===== src/usb_irq_defines.svh =====
// Offsets, field positions, reset values and masks of the USB interrupt block.
// Assumes inclusion by bare name from the package and the design files.
`ifndef USB_IRQ_DEFINES_SVH
`define USB_IRQ_DEFINES_SVH

// Register indices; the byte address is four times the index
`define SUSP_CTRL_IDX   6'h01
`define IN_FLAGS_IDX    6'h02
`define OUT_FLAGS_IDX   6'h04
`define CMN_FLAGS_IDX   6'h06
`define IN_EN_IDX       6'h07
`define OUT_EN_IDX      6'h08
`define CMN_EN_IDX      6'h0B

// Reset values
`define CMN_EN_RST      8'h06
`define IN_EN_RST       8'h03
`define OUT_EN_RST      8'h02
`define SUSP_CTRL_RST   8'h00
`define FLAGS_RST       8'h00

// Implemented bits of each register
`define CMN_MASK        8'h0F
`define IN_MASK         8'h03
`define OUT_MASK        8'h02
`define SUSP_CTRL_MASK  8'h01

// Field positions of the common registers and of the suspend control register
`define FRAME_START_BIT 3
`define BUS_RESET_BIT   2
`define RESUME_BIT      1
`define SUSPEND_BIT     0
`define SUSP_DET_BIT    0

// Bus constants
`define AXI_ADDR_W      8
`define AXI_DATA_W      32

`endif


===== src/usb_irq_pkg.sv =====
// Types shared by the USB interrupt flag and enable block.
// Assumes the defines header sits in the same folder.
`default_nettype none
`include "usb_irq_defines.svh"

package usb_irq_pkg;

    // Common bus events from the serial engine, one-cycle pulses
    typedef struct packed {
        logic frame_start;  // Token seen or expected and missed
        logic bus_reset;    // Reset signalling on the bus
        logic resume;       // Resume signalling
        logic suspend;      // Suspend signalling
    } usb_events_t;

    // AXI response codes
    typedef enum logic [1:0] {
        RESP_OKAY   = 2'b00,
        RESP_SLVERR = 2'b10
    } axi_resp_t;

endpackage : usb_irq_pkg

`default_nettype wire


===== src/flag_bank.sv =====
// Eight sticky interrupt flags, cleared by a read or by writing ones.
// Assumes set and clear inputs are on aclk; sets win over clears.
`default_nettype none
`include "usb_irq_defines.svh"

module flag_bank #(
    parameter logic [7:0] VALID_MASK = 8'hFF  // Bits that exist
) (
    input  wire logic       aclk,
    input  wire logic       aresetn,
    input  wire logic [7:0] set_bits,   // Event pulses
    input  wire logic       rd_clear,   // Register read taken
    input  wire logic [7:0] wr_clear,   // Write-one-to-clear bits
    output logic      [7:0] flags       // Sticky flags
);

    logic [7:0] next_flags;  // Value after this edge

    // Set beats clear so an event at the clearing read is kept
    always_comb begin
        next_flags = flags;
        if (rd_clear) begin
            next_flags = `FLAGS_RST;
        end
        next_flags = (next_flags & ~wr_clear) | set_bits;
        next_flags = next_flags & VALID_MASK;
    end

    // Flag storage
    always_ff @(posedge aclk) begin
        if (!aresetn) begin
            flags <= `FLAGS_RST;
        end else begin
            flags <= next_flags;
        end
    end

endmodule : flag_bank

`default_nettype wire


===== src/usb_interrupt_flags_enables.sv =====
// USB interrupt flags and enables with an AXI4-Lite register slave.
// Assumes event pulses come from the serial engine on aclk.
//
// Contract
// (RULE1) Common enable, four gates, resets to 0x06
// (RULE2) Common enable bits 7..4 read zero
// (RULE3) Enable set lets its event interrupt
// (RULE4) IN enable two bits, resets to 0x03
// (RULE5) OUT enable only bit 1 exists
// (RULE6) Common flags set by frame, reset, resume, suspend
// (RULE7) Reading a flag register clears it
// (RULE8) Enabled set flag raises the interrupt
`default_nettype none
`include "usb_irq_defines.svh"

module usb_interrupt_flags_enables
    import usb_irq_pkg::*;
(
    input  wire logic                   aclk,
    input  wire logic                   aresetn,
    // Write address channel
    input  wire logic [`AXI_ADDR_W-1:0] s_axi_awaddr,
    input  wire logic                   s_axi_awvalid,
    output logic                        s_axi_awready,
    // Write data channel
    input  wire logic [`AXI_DATA_W-1:0] s_axi_wdata,
    input  wire logic [3:0]             s_axi_wstrb,
    input  wire logic                   s_axi_wvalid,
    output logic                        s_axi_wready,
    // Write response channel
    output logic [1:0]                  s_axi_bresp,
    output logic                        s_axi_bvalid,
    input  wire logic                   s_axi_bready,
    // Read address channel
    input  wire logic [`AXI_ADDR_W-1:0] s_axi_araddr,
    input  wire logic                   s_axi_arvalid,
    output logic                        s_axi_arready,
    // Read data channel
    output logic [`AXI_DATA_W-1:0]      s_axi_rdata,
    output logic [1:0]                  s_axi_rresp,
    output logic                        s_axi_rvalid,
    input  wire logic                   s_axi_rready,
    // Serial engine events
    input  wire usb_events_t            cmn_events,
    input  wire logic                   usb_suspended,
    input  wire logic [1:0]             in_ep_events,
    input  wire logic                   out_ep1_event,
    // Interrupt request, level
    output logic                        usb_irq
);

    // Decode a byte address into a register index; alignment is checked apart
    function automatic logic [5:0] reg_index(input logic [`AXI_ADDR_W-1:0] a);
        reg_index = a[`AXI_ADDR_W-1:2];
    endfunction : reg_index

    // True for an aligned address whose index names a register
    function automatic logic idx_mapped(input logic [`AXI_ADDR_W-1:0] a);
        logic [5:0] i;
        i = reg_index(a);
        idx_mapped = (a[1:0] == 2'h0) &&
                     ((i == `SUSP_CTRL_IDX) || (i == `IN_FLAGS_IDX) ||
                      (i == `OUT_FLAGS_IDX) || (i == `CMN_FLAGS_IDX) ||
                      (i == `IN_EN_IDX) || (i == `OUT_EN_IDX) ||
                      (i == `CMN_EN_IDX));
    endfunction : idx_mapped

    // Software registers
    logic [7:0]             cmn_en;     // Common enables
    logic [7:0]             in_en;      // IN endpoint enables
    logic [7:0]             out_en;     // OUT endpoint enables
    logic [7:0]             susp_ctrl;  // Suspend detection control
    logic [7:0]             cmn_flags;  // Common flags
    logic [7:0]             in_flags;   // IN endpoint flags
    logic [7:0]             out_flags;  // OUT endpoint flags

    // Write channel holding state
    logic                   aw_held;    // Address waiting
    logic                   w_held;     // Data waiting
    logic [`AXI_ADDR_W-1:0] aw_addr;    // Held address
    logic [7:0]             w_byte;     // Held low byte
    logic                   w_lane0;    // Low byte lane strobed
    logic                   wr_fire;    // Write performed now
    logic                   wr_ok;      // Address maps to a register
    logic [5:0]             wr_idx;     // Index of the write

    // Read side
    logic                   rd_fire;    // Read address taken now
    logic [5:0]             rd_idx;     // Index of the read
    logic                   rd_ok;      // Read address names a register
    logic [7:0]             rd_byte;    // Selected register value

    // Flag bank inputs
    logic [7:0]             cmn_set;    // Common set pulses
    logic [7:0]             in_set;     // IN set pulses
    logic [7:0]             out_set;    // OUT set pulses
    logic [7:0]             wr_clr_cmn; // Write-one clears
    logic [7:0]             wr_clr_in;
    logic [7:0]             wr_clr_out;
    logic                   suspend_detect_en;

    assign suspend_detect_en = susp_ctrl[`SUSP_DET_BIT];

    // Handshake outputs; one read and two writes outstanding at most, the second held until bvalid drops
    assign s_axi_awready = !aw_held;
    assign s_axi_wready  = !w_held;
    assign s_axi_arready = !s_axi_rvalid;

    assign wr_fire = aw_held && w_held && !s_axi_bvalid;
    assign wr_idx  = reg_index(aw_addr);
    assign wr_ok   = idx_mapped(aw_addr);
    assign rd_fire = s_axi_arvalid && s_axi_arready;
    assign rd_idx  = reg_index(s_axi_araddr);
    // Misaligned reads share an index with a flag register; they must not clear it
    assign rd_ok   = idx_mapped(s_axi_araddr);

    // Capture write address, either order against the data
    always_ff @(posedge aclk) begin
        if (!aresetn) begin
            aw_held <= 1'b0;
            aw_addr <= '0;
        end else if (s_axi_awvalid && s_axi_awready) begin
            aw_held <= 1'b1;
            aw_addr <= s_axi_awaddr;
        end else if (wr_fire) begin
            aw_held <= 1'b0;
        end
    end

    // Capture write data; only the low lane carries register bits
    always_ff @(posedge aclk) begin
        if (!aresetn) begin
            w_held  <= 1'b0;
            w_byte  <= 8'h00;
            w_lane0 <= 1'b0;
        end else if (s_axi_wvalid && s_axi_wready) begin
            w_held  <= 1'b1;
            w_byte  <= s_axi_wdata[7:0];
            w_lane0 <= s_axi_wstrb[0];
        end else if (wr_fire) begin
            w_held <= 1'b0;
        end
    end

    // Write response, error for unmapped or misaligned addresses
    always_ff @(posedge aclk) begin
        if (!aresetn) begin
            s_axi_bvalid <= 1'b0;
            s_axi_bresp  <= RESP_OKAY;
        end else if (wr_fire) begin
            s_axi_bvalid <= 1'b1;
            s_axi_bresp  <= wr_ok ? RESP_OKAY : RESP_SLVERR;
        end else if (s_axi_bready) begin
            s_axi_bvalid <= 1'b0;
        end
    end

    // Enable and control registers; unused bits never store
    always_ff @(posedge aclk) begin
        if (!aresetn) begin
            cmn_en    <= `CMN_EN_RST;     // see (RULE1)
            in_en     <= `IN_EN_RST;      // see (RULE4)
            out_en    <= `OUT_EN_RST;
            susp_ctrl <= `SUSP_CTRL_RST;
        end else if (wr_fire && w_lane0 && wr_ok) begin
            case (wr_idx)
                `CMN_EN_IDX: begin
                    cmn_en <= w_byte & `CMN_MASK;  // see (RULE1) (RULE2)
                end
                `IN_EN_IDX: begin
                    in_en <= w_byte & `IN_MASK;    // see (RULE4)
                end
                `OUT_EN_IDX: begin
                    out_en <= w_byte & `OUT_MASK;  // see (RULE5)
                end
                `SUSP_CTRL_IDX: begin
                    susp_ctrl <= w_byte & `SUSP_CTRL_MASK;
                end
                default: begin
                    // Flag registers handled by the banks
                end
            endcase
        end
    end

    // Event gating; resume counts only while suspended
    always_comb begin
        cmn_set = 8'h00;
        cmn_set[`FRAME_START_BIT] = cmn_events.frame_start;  // see (RULE6)
        cmn_set[`BUS_RESET_BIT]   = cmn_events.bus_reset;    // see (RULE6)
        cmn_set[`RESUME_BIT]      = cmn_events.resume && usb_suspended;
        cmn_set[`SUSPEND_BIT]     = cmn_events.suspend && suspend_detect_en;
        in_set  = {6'h00, in_ep_events};
        out_set = {6'h00, out_ep1_event, 1'b0};
    end

    // Write-one-to-clear masks for each flag register
    always_comb begin
        wr_clr_cmn = 8'h00;
        wr_clr_in  = 8'h00;
        wr_clr_out = 8'h00;
        if (wr_fire && w_lane0 && wr_ok) begin
            case (wr_idx)
                `CMN_FLAGS_IDX: wr_clr_cmn = w_byte;
                `IN_FLAGS_IDX:  wr_clr_in  = w_byte;
                `OUT_FLAGS_IDX: wr_clr_out = w_byte;
                default: begin
                    wr_clr_cmn = 8'h00;
                end
            endcase
        end
    end

    // Common flags, cleared by the read that returns them
    flag_bank #(
        .VALID_MASK (`CMN_MASK)
    ) u_cmn_flags (
        .aclk     (aclk),
        .aresetn  (aresetn),
        .set_bits (cmn_set),
        .rd_clear (rd_fire && rd_ok && (rd_idx == `CMN_FLAGS_IDX)),  // see (RULE7)
        .wr_clear (wr_clr_cmn),
        .flags    (cmn_flags)
    );

    // IN endpoint flags
    flag_bank #(
        .VALID_MASK (`IN_MASK)
    ) u_in_flags (
        .aclk     (aclk),
        .aresetn  (aresetn),
        .set_bits (in_set),
        .rd_clear (rd_fire && rd_ok && (rd_idx == `IN_FLAGS_IDX)),   // see (RULE7)
        .wr_clear (wr_clr_in),
        .flags    (in_flags)
    );

    // OUT endpoint flags
    flag_bank #(
        .VALID_MASK (`OUT_MASK)
    ) u_out_flags (
        .aclk     (aclk),
        .aresetn  (aresetn),
        .set_bits (out_set),
        .rd_clear (rd_fire && rd_ok && (rd_idx == `OUT_FLAGS_IDX)),  // see (RULE7)
        .wr_clear (wr_clr_out),
        .flags    (out_flags)
    );

    // Read mux; the value before any clear is what software sees
    always_comb begin
        rd_byte = 8'h00;
        case (rd_idx)
            `CMN_FLAGS_IDX: rd_byte = cmn_flags;
            `IN_FLAGS_IDX:  rd_byte = in_flags;
            `OUT_FLAGS_IDX: rd_byte = out_flags;
            `CMN_EN_IDX:    rd_byte = cmn_en;   // see (RULE2)
            `IN_EN_IDX:     rd_byte = in_en;
            `OUT_EN_IDX:    rd_byte = out_en;
            `SUSP_CTRL_IDX: rd_byte = susp_ctrl;
            default:        rd_byte = 8'h00;
        endcase
    end

    // Read data register, held until rready
    always_ff @(posedge aclk) begin
        if (!aresetn) begin
            s_axi_rvalid <= 1'b0;
            s_axi_rdata  <= '0;
            s_axi_rresp  <= RESP_OKAY;
        end else if (rd_fire) begin
            s_axi_rvalid <= 1'b1;
            s_axi_rdata  <= {24'h000000, rd_ok ? rd_byte : 8'h00};
            s_axi_rresp  <= rd_ok ? RESP_OKAY : RESP_SLVERR;
        end else if (s_axi_rready) begin
            s_axi_rvalid <= 1'b0;
        end
    end

    // Single request line gated by every enable
    assign usb_irq = (|(cmn_flags & cmn_en)) ||  // see (RULE3) (RULE8)
                     (|(in_flags & in_en)) ||
                     (|(out_flags & out_en));
endmodule : usb_interrupt_flags_enables

`default_nettype wire


===== config.mk =====
export PLATFORM = sky130hd
export DESIGN_NAME = usb_interrupt_flags_enables
export DESIGN_NICKNAME = d
export VERILOG_FILES = /design/src/usb_irq_pkg.sv /design/src/flag_bank.sv /design/src/usb_interrupt_flags_enables.sv
export VERILOG_INCLUDE_DIRS = /design/src
export SDC_FILE = /design/constraint.sdc
export NUM_CORES = 1
export LEC_CHECK = 0
export CAP_MARGIN = 20
export CORE_MARGIN = 5
export CORE_UTILIZATION = 47
export CTS_BUF_LIST = sky130_fd_sc_hd__clkbuf_2 sky130_fd_sc_hd__clkbuf_4 sky130_fd_sc_hd__clkbuf_8
export DETAILED_ROUTE_END_ITERATION = 10
export DONT_BUFFER_PORTS = 1
export PLACE_DENSITY_LB_ADDON = 0.2
export SYNTH_ARGS = -nofsm -noshare
export SYNTH_HDL_FRONTEND = slang
export SYNTH_HIERARCHICAL = 1
export SYNTH_SLANG_ARGS = --single-unit

===== constraint.sdc =====
create_clock -name aclk -period 2.31 [get_ports aclk]
set_input_delay 0.1155 -clock aclk [delete_from_list [all_inputs] [get_ports aclk]]
set_output_delay 0.1155 -clock aclk [all_outputs]
set_load 0.02 [all_outputs]

==> metrics.yaml, run 1 <==
timing:
  final_max_slew_viol_count: 0
  clock_skew_ns: 0.00676
  finalCritPeriodShare_pct: 85.6
  worst_pin_slew_ns: 0.660
  fmax_mhz: 506
  finalSetupViolations: 0
  slew_headroom_pct: 55.9
  fin_tns_setup_ns: 0
  whs_ns: 0.00902
  rsz0062_at_grt: "no"
  fin_crit_ns: 1.98
  hold_violations: 0
worst_setup_path:
  worst-setup-path-type: "reg -> reg"
  crit_chain: "or3b_2, nor3_1, nand4_4, nor4b_1, nor3b_1, o21a_1"
  rrSetupSlack_ns: 0.33
  critPathLaunchType: "flip-flop"
  r2r_end: "u_in_flags/flags[0]"
  max_stage_delay_ns: 0.49
  r2r_cells: 6
  required_ns: 2.49
  cp.arrival_ns: 2.16
  path_buf_inv: 0
  r2r-start: "aw_addr[7]"
  cp_slowest_cell: "or3b_2"
  path_delay_family: "simple AND/OR/NAND/NOR gates"
  critical_path.max_fanout: 4
  cp-end-kind: "flip-flop"
pwr:
  combinationalPowerShare_pct: 15.6
  p_clk_share_pct: 32.7
  leakage_uw: 0.00110
  switching_share_pct: 27.6
  design_power_total_uw: 1530
  power.internal_uw: 1110
  switchingPower_uw: 422
  power.density_cell_area_nw_per_um2: 550
  pwr-share-seq_pct: 51.6
  peakVddDrop_mv: 0.377
global_route:
  grt_max_degree: 19
  antenna_found_initial: 0
  grt_use_total_pct: 15.9
  grt_pass1_vias: 2000
  grt_pass1_wl_um: 9290
  grt.overflow.total: 0
yosys:
  syn-cell-area_sq_um: 2580
  syn_area_per_cell_sq_um: 8.49
  postSynthCellCount: 304
  ys_warn_count: 6
routing:
  drc: 0
  drt_iter0_markers: 95
  first_pass_iters: 5
  ant_nets: 0
  viasPerCell: 5.13
  num_vias: 2005
  routedWlPerCell_um: 14.2
  wl_um: 5540
clock_tree:
  ctsLongestPathBuffers: 2
  cts_setup_buffers: 0
  clkLatencyLatePin_ns: 0.29
  path_clk_slew_ns: 0.08
  cts_buffers: 5
  cts_max_level: 2
  cts_tree: "yes"
  post_cts_resized: 0
  cts_sinks: 42
  root_buffer: "clkbuf_8"
floorplan:
  pin_count: 109
  fp.dieArea_sq_um: 7080
  row_count: 27
  core_sq_um: 5440
  die_h_um: 84.1
  die_x_um: 84.1
  initial_utilization_pct: 47.5
final_layout:
  n_fill_cell: 533
  final_util_pct: 51.0
  fin_cells: 391
  finalNetCount: 385
  diodes: 0
  area_delta_synth_final_pct: 7.46
  final_layout_size_suffix_gt1_share_pct: 8.46
job:
  maxCapViolations: 0
worst_hold_path:
  holdPathEnd: "s_axi_rvalid"
  min_from: "s_axi_rready"
  hp-class: "in -> reg"
  hold_path_depth: 2
placed_design:
  hpwl_um: 4240
  portBuffers: 0
  gp_congestion: 0.838
  dpl.cell_count: 360
outcome:
  outcome: "finished, final reports clean"
## layout by cell type (no fill, tap or decap), types with 2 or more instances in the layout
cell / n
or3_1: 4
mux2i_1: 16
dfxtp_1: 42
nand3_1: 6
nor4_1: 3
o21a_1: 7
a21oi_1: 10
nand2_1: 28
o21ai_0: 8
nor2_1: 18
or2_2: 3
a222oi_1: 2
o2bb2ai_1: 4
a211oi_1: 2
and2_1: 5
a22o_1: 4
buf_4: 5
nand3b_1: 4
mux2_2: 3
nand2b_1: 5
a22oi_1: 4
nor2b_1: 7
a2111oi_0: 2
nor3b_1: 8
and3_1: 3
o311ai_0: 2
inv_1: 8
a211o_1: 2
and3b_1: 2
nand4_1: 3
dlygate4sd3_1: 23
clkbuf_8: 6
conb_1: 43
nor3_1: 7
## power groups by stage
stage	Sequential (uW)	Combinational, uW	Clock, uW
finish	789	239	500
global route	795	265	550
CTS	789	237	519
detailed placement	807	201	0
global placement	806	199	0
floorplan	792	251	0
## stage by stage
| step | cell area, sq um | worst slack (ns) |
|---|---|---|
| 2_1_floorplan | 2730 | 0.437 |
| 3_5_place_dp | 2450 | 0.345 |
| 6_report | 2780 | 0.333 |
| 3_3_place_gp | 2450 | 0.341 |
| 5_1_grt | 2780 | 0.233 |
| 4_1_cts | 2780 | 0.319 |
## what timing repair did
item,4_1_cts,5_1_grt
hold endpoints to repair,32,0
hold buffers,23,0
setup endpoints to repair,0,0
## worst max path at each step
stage,cells past startpoint,to,slack [ns],start
2_1_floorplan,7,u_out_flags/flags[1],0.44,aw_addr[7]
3_3_place_gp,6,u_in_flags/flags[0],0.34,aw_addr[7]
3_5_place_dp,6,u_in_flags/flags[0],0.35,aw_addr[7]
4_1_cts,6,u_in_flags/flags[0],0.32,aw_addr[7]
5_1_grt,6,u_in_flags/flags[0],0.23,aw_addr[4]
6_report,6,u_in_flags/flags[0],0.33,aw_addr[7]
## area by class of cell
cell class | instances | area (sq um) | area share (%)
Clock buffer | 7 | 90.1 | 3.25
Sequential cell | 42 | 841 | 30.3
Inverter | 8 | 30.0 | 1.08
Tap cell | 72 | 90.1 | 3.25
Multi-Input combinational cell | 233 | 1450 | 52.3
Timing Repair Buffer | 28 | 268 | 9.65
Clock inverter | 1 | 5.00 | 0.180
## flip-flops by register name, indices dropped and copies added, names as in the netlist
| name | flops |
|---|---|
| aw_addr | 8 |
| s_axi_rdata | 8 |
| cmn_en | 4 |
| u_cmn_flags/flags | 4 |
| w_byte | 4 |
| in_en | 2 |
| u_in_flags/flags | 2 |
| aw_held | 1 |
| out_en | 1 |
| s_axi_bresp | 1 |
| s_axi_bvalid | 1 |
| s_axi_rresp | 1 |
| s_axi_rvalid | 1 |
| susp_ctrl | 1 |
| u_out_flags/flags | 1 |
| w_held | 1 |
| w_lane0 | 1 |
## layer usage
| metal | up-vias | share of wire (%) | global-route usage [%] |
|---|---|---|---|
| met2 | 58 | 50 | 28.1 |
| met1 | 928 | 42 | 18.6 |
| li1 | 1013 | - | - |
| met4 | 0 | 1.2 | 5.26 |
| met3 | 6 | 6.4 | 3.85 |
| met5 | - | 0 | 0 |
Note: power is estimated with default switching activity, not from simulation.
==> run 2, diff against run 1 <==
--- a/config.mk
+++ b/config.mk
@@ -7,6 +7,7 @@
 export NUM_CORES = 1
 export LEC_CHECK = 0
 export CAP_MARGIN = 20
+export CORE_ASPECT_RATIO = 0.9
 export CORE_MARGIN = 5
 export CORE_UTILIZATION = 47
 export CTS_BUF_LIST = sky130_fd_sc_hd__clkbuf_2 sky130_fd_sc_hd__clkbuf_4 sky130_fd_sc_hd__clkbuf_8
==> run 2 against run 1 <==
Cell count down 1.3%. Register-to-register slack about the same. First-iteration DRC count up 87%. Largest cell class unchanged. Clock power up 2%. Maximum frequency up 0.41%. Setup slack better by 0.0080 ns. Non-clock buffer count unchanged. Sequential power about the same. Combinational power about the same. Clock skew down 0.0027 ns.
==> metrics.yaml, run 2 (synthesis gave the netlist of run 1 again) <==
placed_design:
  hpwl_um: 4410  # +4.1%
  portBuffers: 0  # unchanged
  dp_slack_ns: 0.372  # +0.0272 ns
  gp_congestion: 0.842  # +0.43%
pwr:
  p_clk_share_pct: 33.0  # +0.3 points
  switching_share_pct: 28.2  # +0.59 points
  leakage_uw: 0.00110  # +0.19%
  peakVddDrop_mv: 0.385  # +2.2%
  design_power_total_uw: 1540  # +0.78%
  pwr-share-seq_pct: 51.3  # -0.3 points
  power.internal_uw: 1110  # about the same
  switchingPower_uw: 434  # +2.9%
  power.density_cell_area_nw_per_um2: 556  # +1.0%
  combinationalPowerShare_pct: 15.7  # about the same
worst_setup_path:
  crit_chain: "or3b_2, nor3_1, nand4_4, nor4b_1, nor3b_1, o21a_1"
  cp-end-kind: "flip-flop"
  required_ns: 2.51  # +0.02 ns
  max_stage_delay_ns: 0.49  # about the same
  r2r-start: "aw_addr[7]"
  cp_slowest_cell: "or3b_2"
  critical_path.max_fanout: 4  # unchanged
  r2r_cells: 6  # unchanged
  cp.arrival_ns: 2.17  # about the same
  r2r_end: "u_in_flags/flags[0]"
  rrSetupSlack_ns: 0.34  # about the same
  startpoint: "aw_addr[7]"
  worstSetupEndpoint: "u_in_flags/flags[0]"
  critPathLaunchType: "flip-flop"
  worst-setup-path-type: "reg -> reg"
routing:
  num_vias: 2018  # +0.65%
  drc: 0  # unchanged
  first_pass_iters: 4  # -1
  routedWlPerCell_um: 15.3  # +7.9%
  drt_iter0_markers: 178  # +87%
  ant_nets: 0  # unchanged
  viasPerCell: 5.23  # +2.0%
  wl_um: 5900  # +6.5%
timing:
  slew_headroom_pct: 54.9  # -0.97 points
  fin_tns_setup_ns: 0  # unchanged
  fmax_mhz: 508  # +0.41%
  hold_violations: 0  # unchanged
  worst_slack_ns: 0.341  # +0.00799 ns
  finalCritPeriodShare_pct: 85.3  # -0.35 points
  whs_ns: 0.0113  # +0.00228 ns
  fin_crit_ns: 1.97  # -0.00799 ns
  rsz0062_at_grt: "no"
  worst_pin_slew_ns: 0.674  # +0.0145 ns
  finalSetupViolations: 0  # unchanged
  clock_skew_ns: 0.00408  # -0.00268 ns
  final_max_slew_viol_count: 0  # unchanged
final_layout:
  area_delta_synth_final_pct: 7.22
  final_layout_size_suffix_gt1_share_pct: 8.46  # unchanged
  reg_top3: "aw_addr x8, s_axi_rdata x8"
  mostFrequentLayoutCells: "43 x conb_1, 42 x dfxtp_1, 28 x nand2_1, 23 x dlygate4sd3_1, 18 x nor2_1"
  layout_commonest_cell: "conb_1"
  final_util_pct: 52.4  # +1.4 points
  finalNetCount: 385  # unchanged
  diodes: 0  # unchanged
global_route:
  grt_pass1_wl_um: 9800  # +5.6%
  grt.overflow.total: 0  # unchanged
  grt_max_degree: 20  # +1
  antenna_found_initial: 0  # unchanged
  grt_use_total_pct: 17.8  # +1.9 points
  grt_pass1_vias: 1990  # -0.50%
floorplan:
  fp.dieArea_sq_um: 7080  # about the same
  die_x_um: 88.1  # +4.8%
  core_sq_um: 5290  # -2.8%
  row_count: 25  # -7.4%
  initial_utilization_pct: 48.9  # +1.4 points
  die_h_um: 80.3  # -4.5%
  pin_count: 109  # unchanged
clock_tree:
  postCtsHoldBufs: 23  # unchanged
  root_buffer: "clkbuf_8"
  cts_tree: "yes"
  clkLatencyLatePin_ns: 0.30  # about the same
  cts_max_level: 2  # unchanged
  path_clk_slew_ns: 0.08  # about the same
  cts_setup_buffers: 0  # unchanged
  ctsLongestPathBuffers: 2  # unchanged
  post_cts_resized: 0  # unchanged
  cts_buffers: 5  # unchanged
  cts_sinks: 42  # unchanged
outcome:
  outcome: "finished, final reports clean"
worst_hold_path:
  hp-class: "in -> reg"
job:
  maxCapViolations: 0  # unchanged
[run 2: cell counts in the layout (fill, tap and decap cells not counted)]
No cell type changed its count.
[run 2: final cells by class]
cell class	count	area (sq um)
fill	509	2520
multi-input combinational	233	1450
clock inverter	1	5.00
sequential	42	841
tap	67	83.8
timing repair buffer	28	268
inverter	8	30.0
clock buffer	7	90.1
[run 2: worst max-delay path: cells and delay by family, from the launching register on]
kind,cells,cell delay [ns]
simple gates,5,1.34
compound gates,1,0.17
flops,1,0.36
[run 2: metal layers]
metal,track usage (%),up-vias,routed length (um)
met4,4.98,0,29
met2,26.2,69,2500
met1,25.3,927,2800
met3,4.92,4,567
li1,-,1018,-
met5,0,-,0
[run 2: stage by stage]
step | instance area, sq um | instances
CTS | 2770 | 386
finish | 2770 | 386
global placement | 2440 | 355
detailed placement | 2440 | 355
global route | 2770 | 386
floorplan | 2730 | 343
[run 2: how the worst min path moves through the flow]
stage | startpoint | end | slack (ns) | depth (start not counted)
detailed placement | aresetn | in_en[0] | 0.18 | 1
CTS | s_axi_bready | s_axi_bvalid | 0.006 | 2
floorplan | s_axi_awvalid | aw_held | 0.23 | 2
global route | s_axi_bready | s_axi_bvalid | 0.02 | 2
global placement | aresetn | in_en[0] | 0.18 | 1
finish | s_axi_bready | s_axi_bvalid | 0.01 | 2
[run 2: power by group through the flow]
stage | clock (uW) | combinational, uW | sequential [uW]
floorplan | 0 | 251 | 792
global placement | 0 | 199 | 806
finish | 508 | 242 | 789
detailed placement | 0 | 203 | 806
global route | 549 | 269 | 795
CTS | 525 | 240 | 789
==> run 3, diff against run 2 <==
==> constraint.sdc (replaced) <==
create_clock -name aclk -period 2.31 [get_ports aclk]
set_input_delay 0.462 -clock aclk [delete_from_list [all_inputs] [get_ports aclk]]
set_output_delay 0.462 -clock aclk [all_outputs]
set_load 0.02 [all_outputs]
==> run 3 against run 2 <==
Clock power decreased by 4.9%. Combinational power fell by 15%. Cell area fell by 8.0%. Via count fell by 3.6%.
==> metrics.yaml, run 3 (synthesis gave the netlist of run 1 again) <==
final_layout:
  layout_commonest_cell: "conb_1"
  mostFrequentLayoutCells: "43 x conb_1, 42 x dfxtp_1, 28 x nand2_1, 18 x nor2_1, 16 x mux2i_1"
  reg_top3: "aw_addr x8, s_axi_rdata x8"
  n_fill_cell: 552  # +8.4%
  diodes: 0  # unchanged
  finalNetCount: 364  # -5.5%
  ff_latch_area_sq_um: 841  # unchanged
  final_layout_size_suffix_gt1_share_pct: 9.73  # +1.3 points
  area_delta_synth_final_pct: -1.31
  multiInputGateArea_sq_um: 1450  # unchanged
worst_setup_path:
  critical_path.max_fanout: 4  # unchanged
  cp-end-kind: "flip-flop"
  required_ns: 2.51  # about the same
  critPathLaunchType: "flip-flop"
  cp.arrival_ns: 2.25  # +0.08 ns
  worst-setup-path-type: "reg -> reg"
routing:
  ant_nets: 0  # unchanged
  viasPerCell: 5.33  # +1.9%
  drc: 0  # unchanged
  routedWlPerCell_um: 15.4  # +0.73%
  drt_iter0_markers: 189  # +6.2%
  first_pass_iters: 4  # unchanged
  num_vias: 1945  # -3.6%
  wl_um: 5620  # -4.7%
floorplan:
  row_count: 25  # unchanged
  initial_utilization_pct: 48.9  # unchanged
  pin_count: 109  # unchanged
  fp.dieArea_sq_um: 7080  # unchanged
  die_h_um: 80.3  # unchanged
  die_x_um: 88.1  # unchanged
  core_sq_um: 5290  # unchanged
global_route:
  global_route.usage.met3_pct: 5.23  # +0.31 points
  grt.overflow.total: 0  # unchanged
  grt_use_met2_pct: 23.3  # -2.9 points
  busiest_layer: "met1"
  grt_max_degree: 22  # +10%
  grt_use_met1_pct: 24.2  # -1.1 points
  antenna_found_initial: 0  # unchanged
  grt_use_total_pct: 16.7  # -1.1 points
  grt_pass1_wl_um: 9260  # -5.6%
  grt_pass1_vias: 1856  # -6.7%
timing:
  fin_crit_ns: 2.05  # +0.0843 ns
  worst_pin_slew_ns: 0.593  # -0.0811 ns
  rsz0062_at_grt: "no"
  fin_tns_setup_ns: 0  # unchanged
  final_max_slew_viol_count: 0  # unchanged
  hold_violations: 0  # unchanged
  slew_headroom_pct: 60.4  # +5.5 points
  finalCritPeriodShare_pct: 88.9  # +3.7 points
  clock_skew_ns: 0.00798  # +0.00391 ns
  finalSetupViolations: 0  # unchanged
  fmax_mhz: 487  # -4.1%
pwr:
  peakVddDrop_mv: 0.342  # -11%
  leakage_uw: 0.00101  # -8.2%
  design_power_total_uw: 1480  # -4.0%
  power.density_cell_area_nw_per_um2: 580  # +4.3%
job:
  maxCapViolations: 0  # unchanged
clock_tree:
  postCtsHoldBufs: 0  # -100%
  cts_tree: "yes"
  cts_buffers: 5  # unchanged
  cts_setup_buffers: 0  # unchanged
  clkLatencyLatePin_ns: 0.30  # about the same
  cts_max_level: 2  # unchanged
  cts_sinks: 42  # unchanged
  path_clk_slew_ns: 0.08  # about the same
  post_cts_resized: 0  # unchanged
  root_buffer: "clkbuf_8"
  ctsLongestPathBuffers: 2  # unchanged
placed_design:
  gp_congestion: 0.798  # -5.2%
  portBuffers: 0  # unchanged
  hpwl_um: 4380  # -0.76%
outcome:
  outcome: "finished, final reports clean"
worst_hold_path:
  hp-class: "in -> reg"
## run 3: cell type report
class,count,share of cell area [%]
inverters,8,1.18
well taps,67,3.29
clock inverters,2,0.540
repair buffers,7,2.06
flip-flops and latches,42,33.0
multi-input cells,233,56.9
clock buffers,6,2.99
## run 3: worst max-delay path: stages, from the launching register on
cell,delay (ns)
dfxtp_1,0.37
or3b_2,0.49
nor3_1,0.30
nand4_4,0.17
nor4b_1,0.33
nor3b_1,0.11
o21a_1,0.17
## run 3: routing by layer
layer	share of wire (%)	routed length [um]
met1	49	2750
met2	41	2330
met3	8.7	486
met4	0.94	53
met5	0	0
## run 3: report_power, final
part           switching, uW  total, uW  internal, uW
sequential              36.9        789           753
combinational            131        206          74.9
clock                    258        483           225
## run 3: worst paths after layout
path,startpoint,endpoint,slack (ns),cells after the start
hold reg to reg,w_byte[3],w_byte[3],0.47,2
setup reg to reg,aw_addr[7],u_in_flags/flags[0],0.26,6
hold / removal,aresetn,in_en[0],0.23,1
setup / recovery,aw_addr[7],u_in_flags/flags[0],0.26,6
## run 3: per-stage QoR
step	std cells	setup WS (ns)	instance area (sq um)	hold slack [ns]	util, %
final	365	0.256	2550	0.233	48.2
after global routing	365	0.0869	2550	0.223	48.2
after CTS	365	0.266	2550	0.218	48.2
after detailed placement	357	0.281	2460	0.465	46.5
after global placement	357	0.286	2460	0.447	46.5
after floorplan	343	0.409	2730	0.436	-
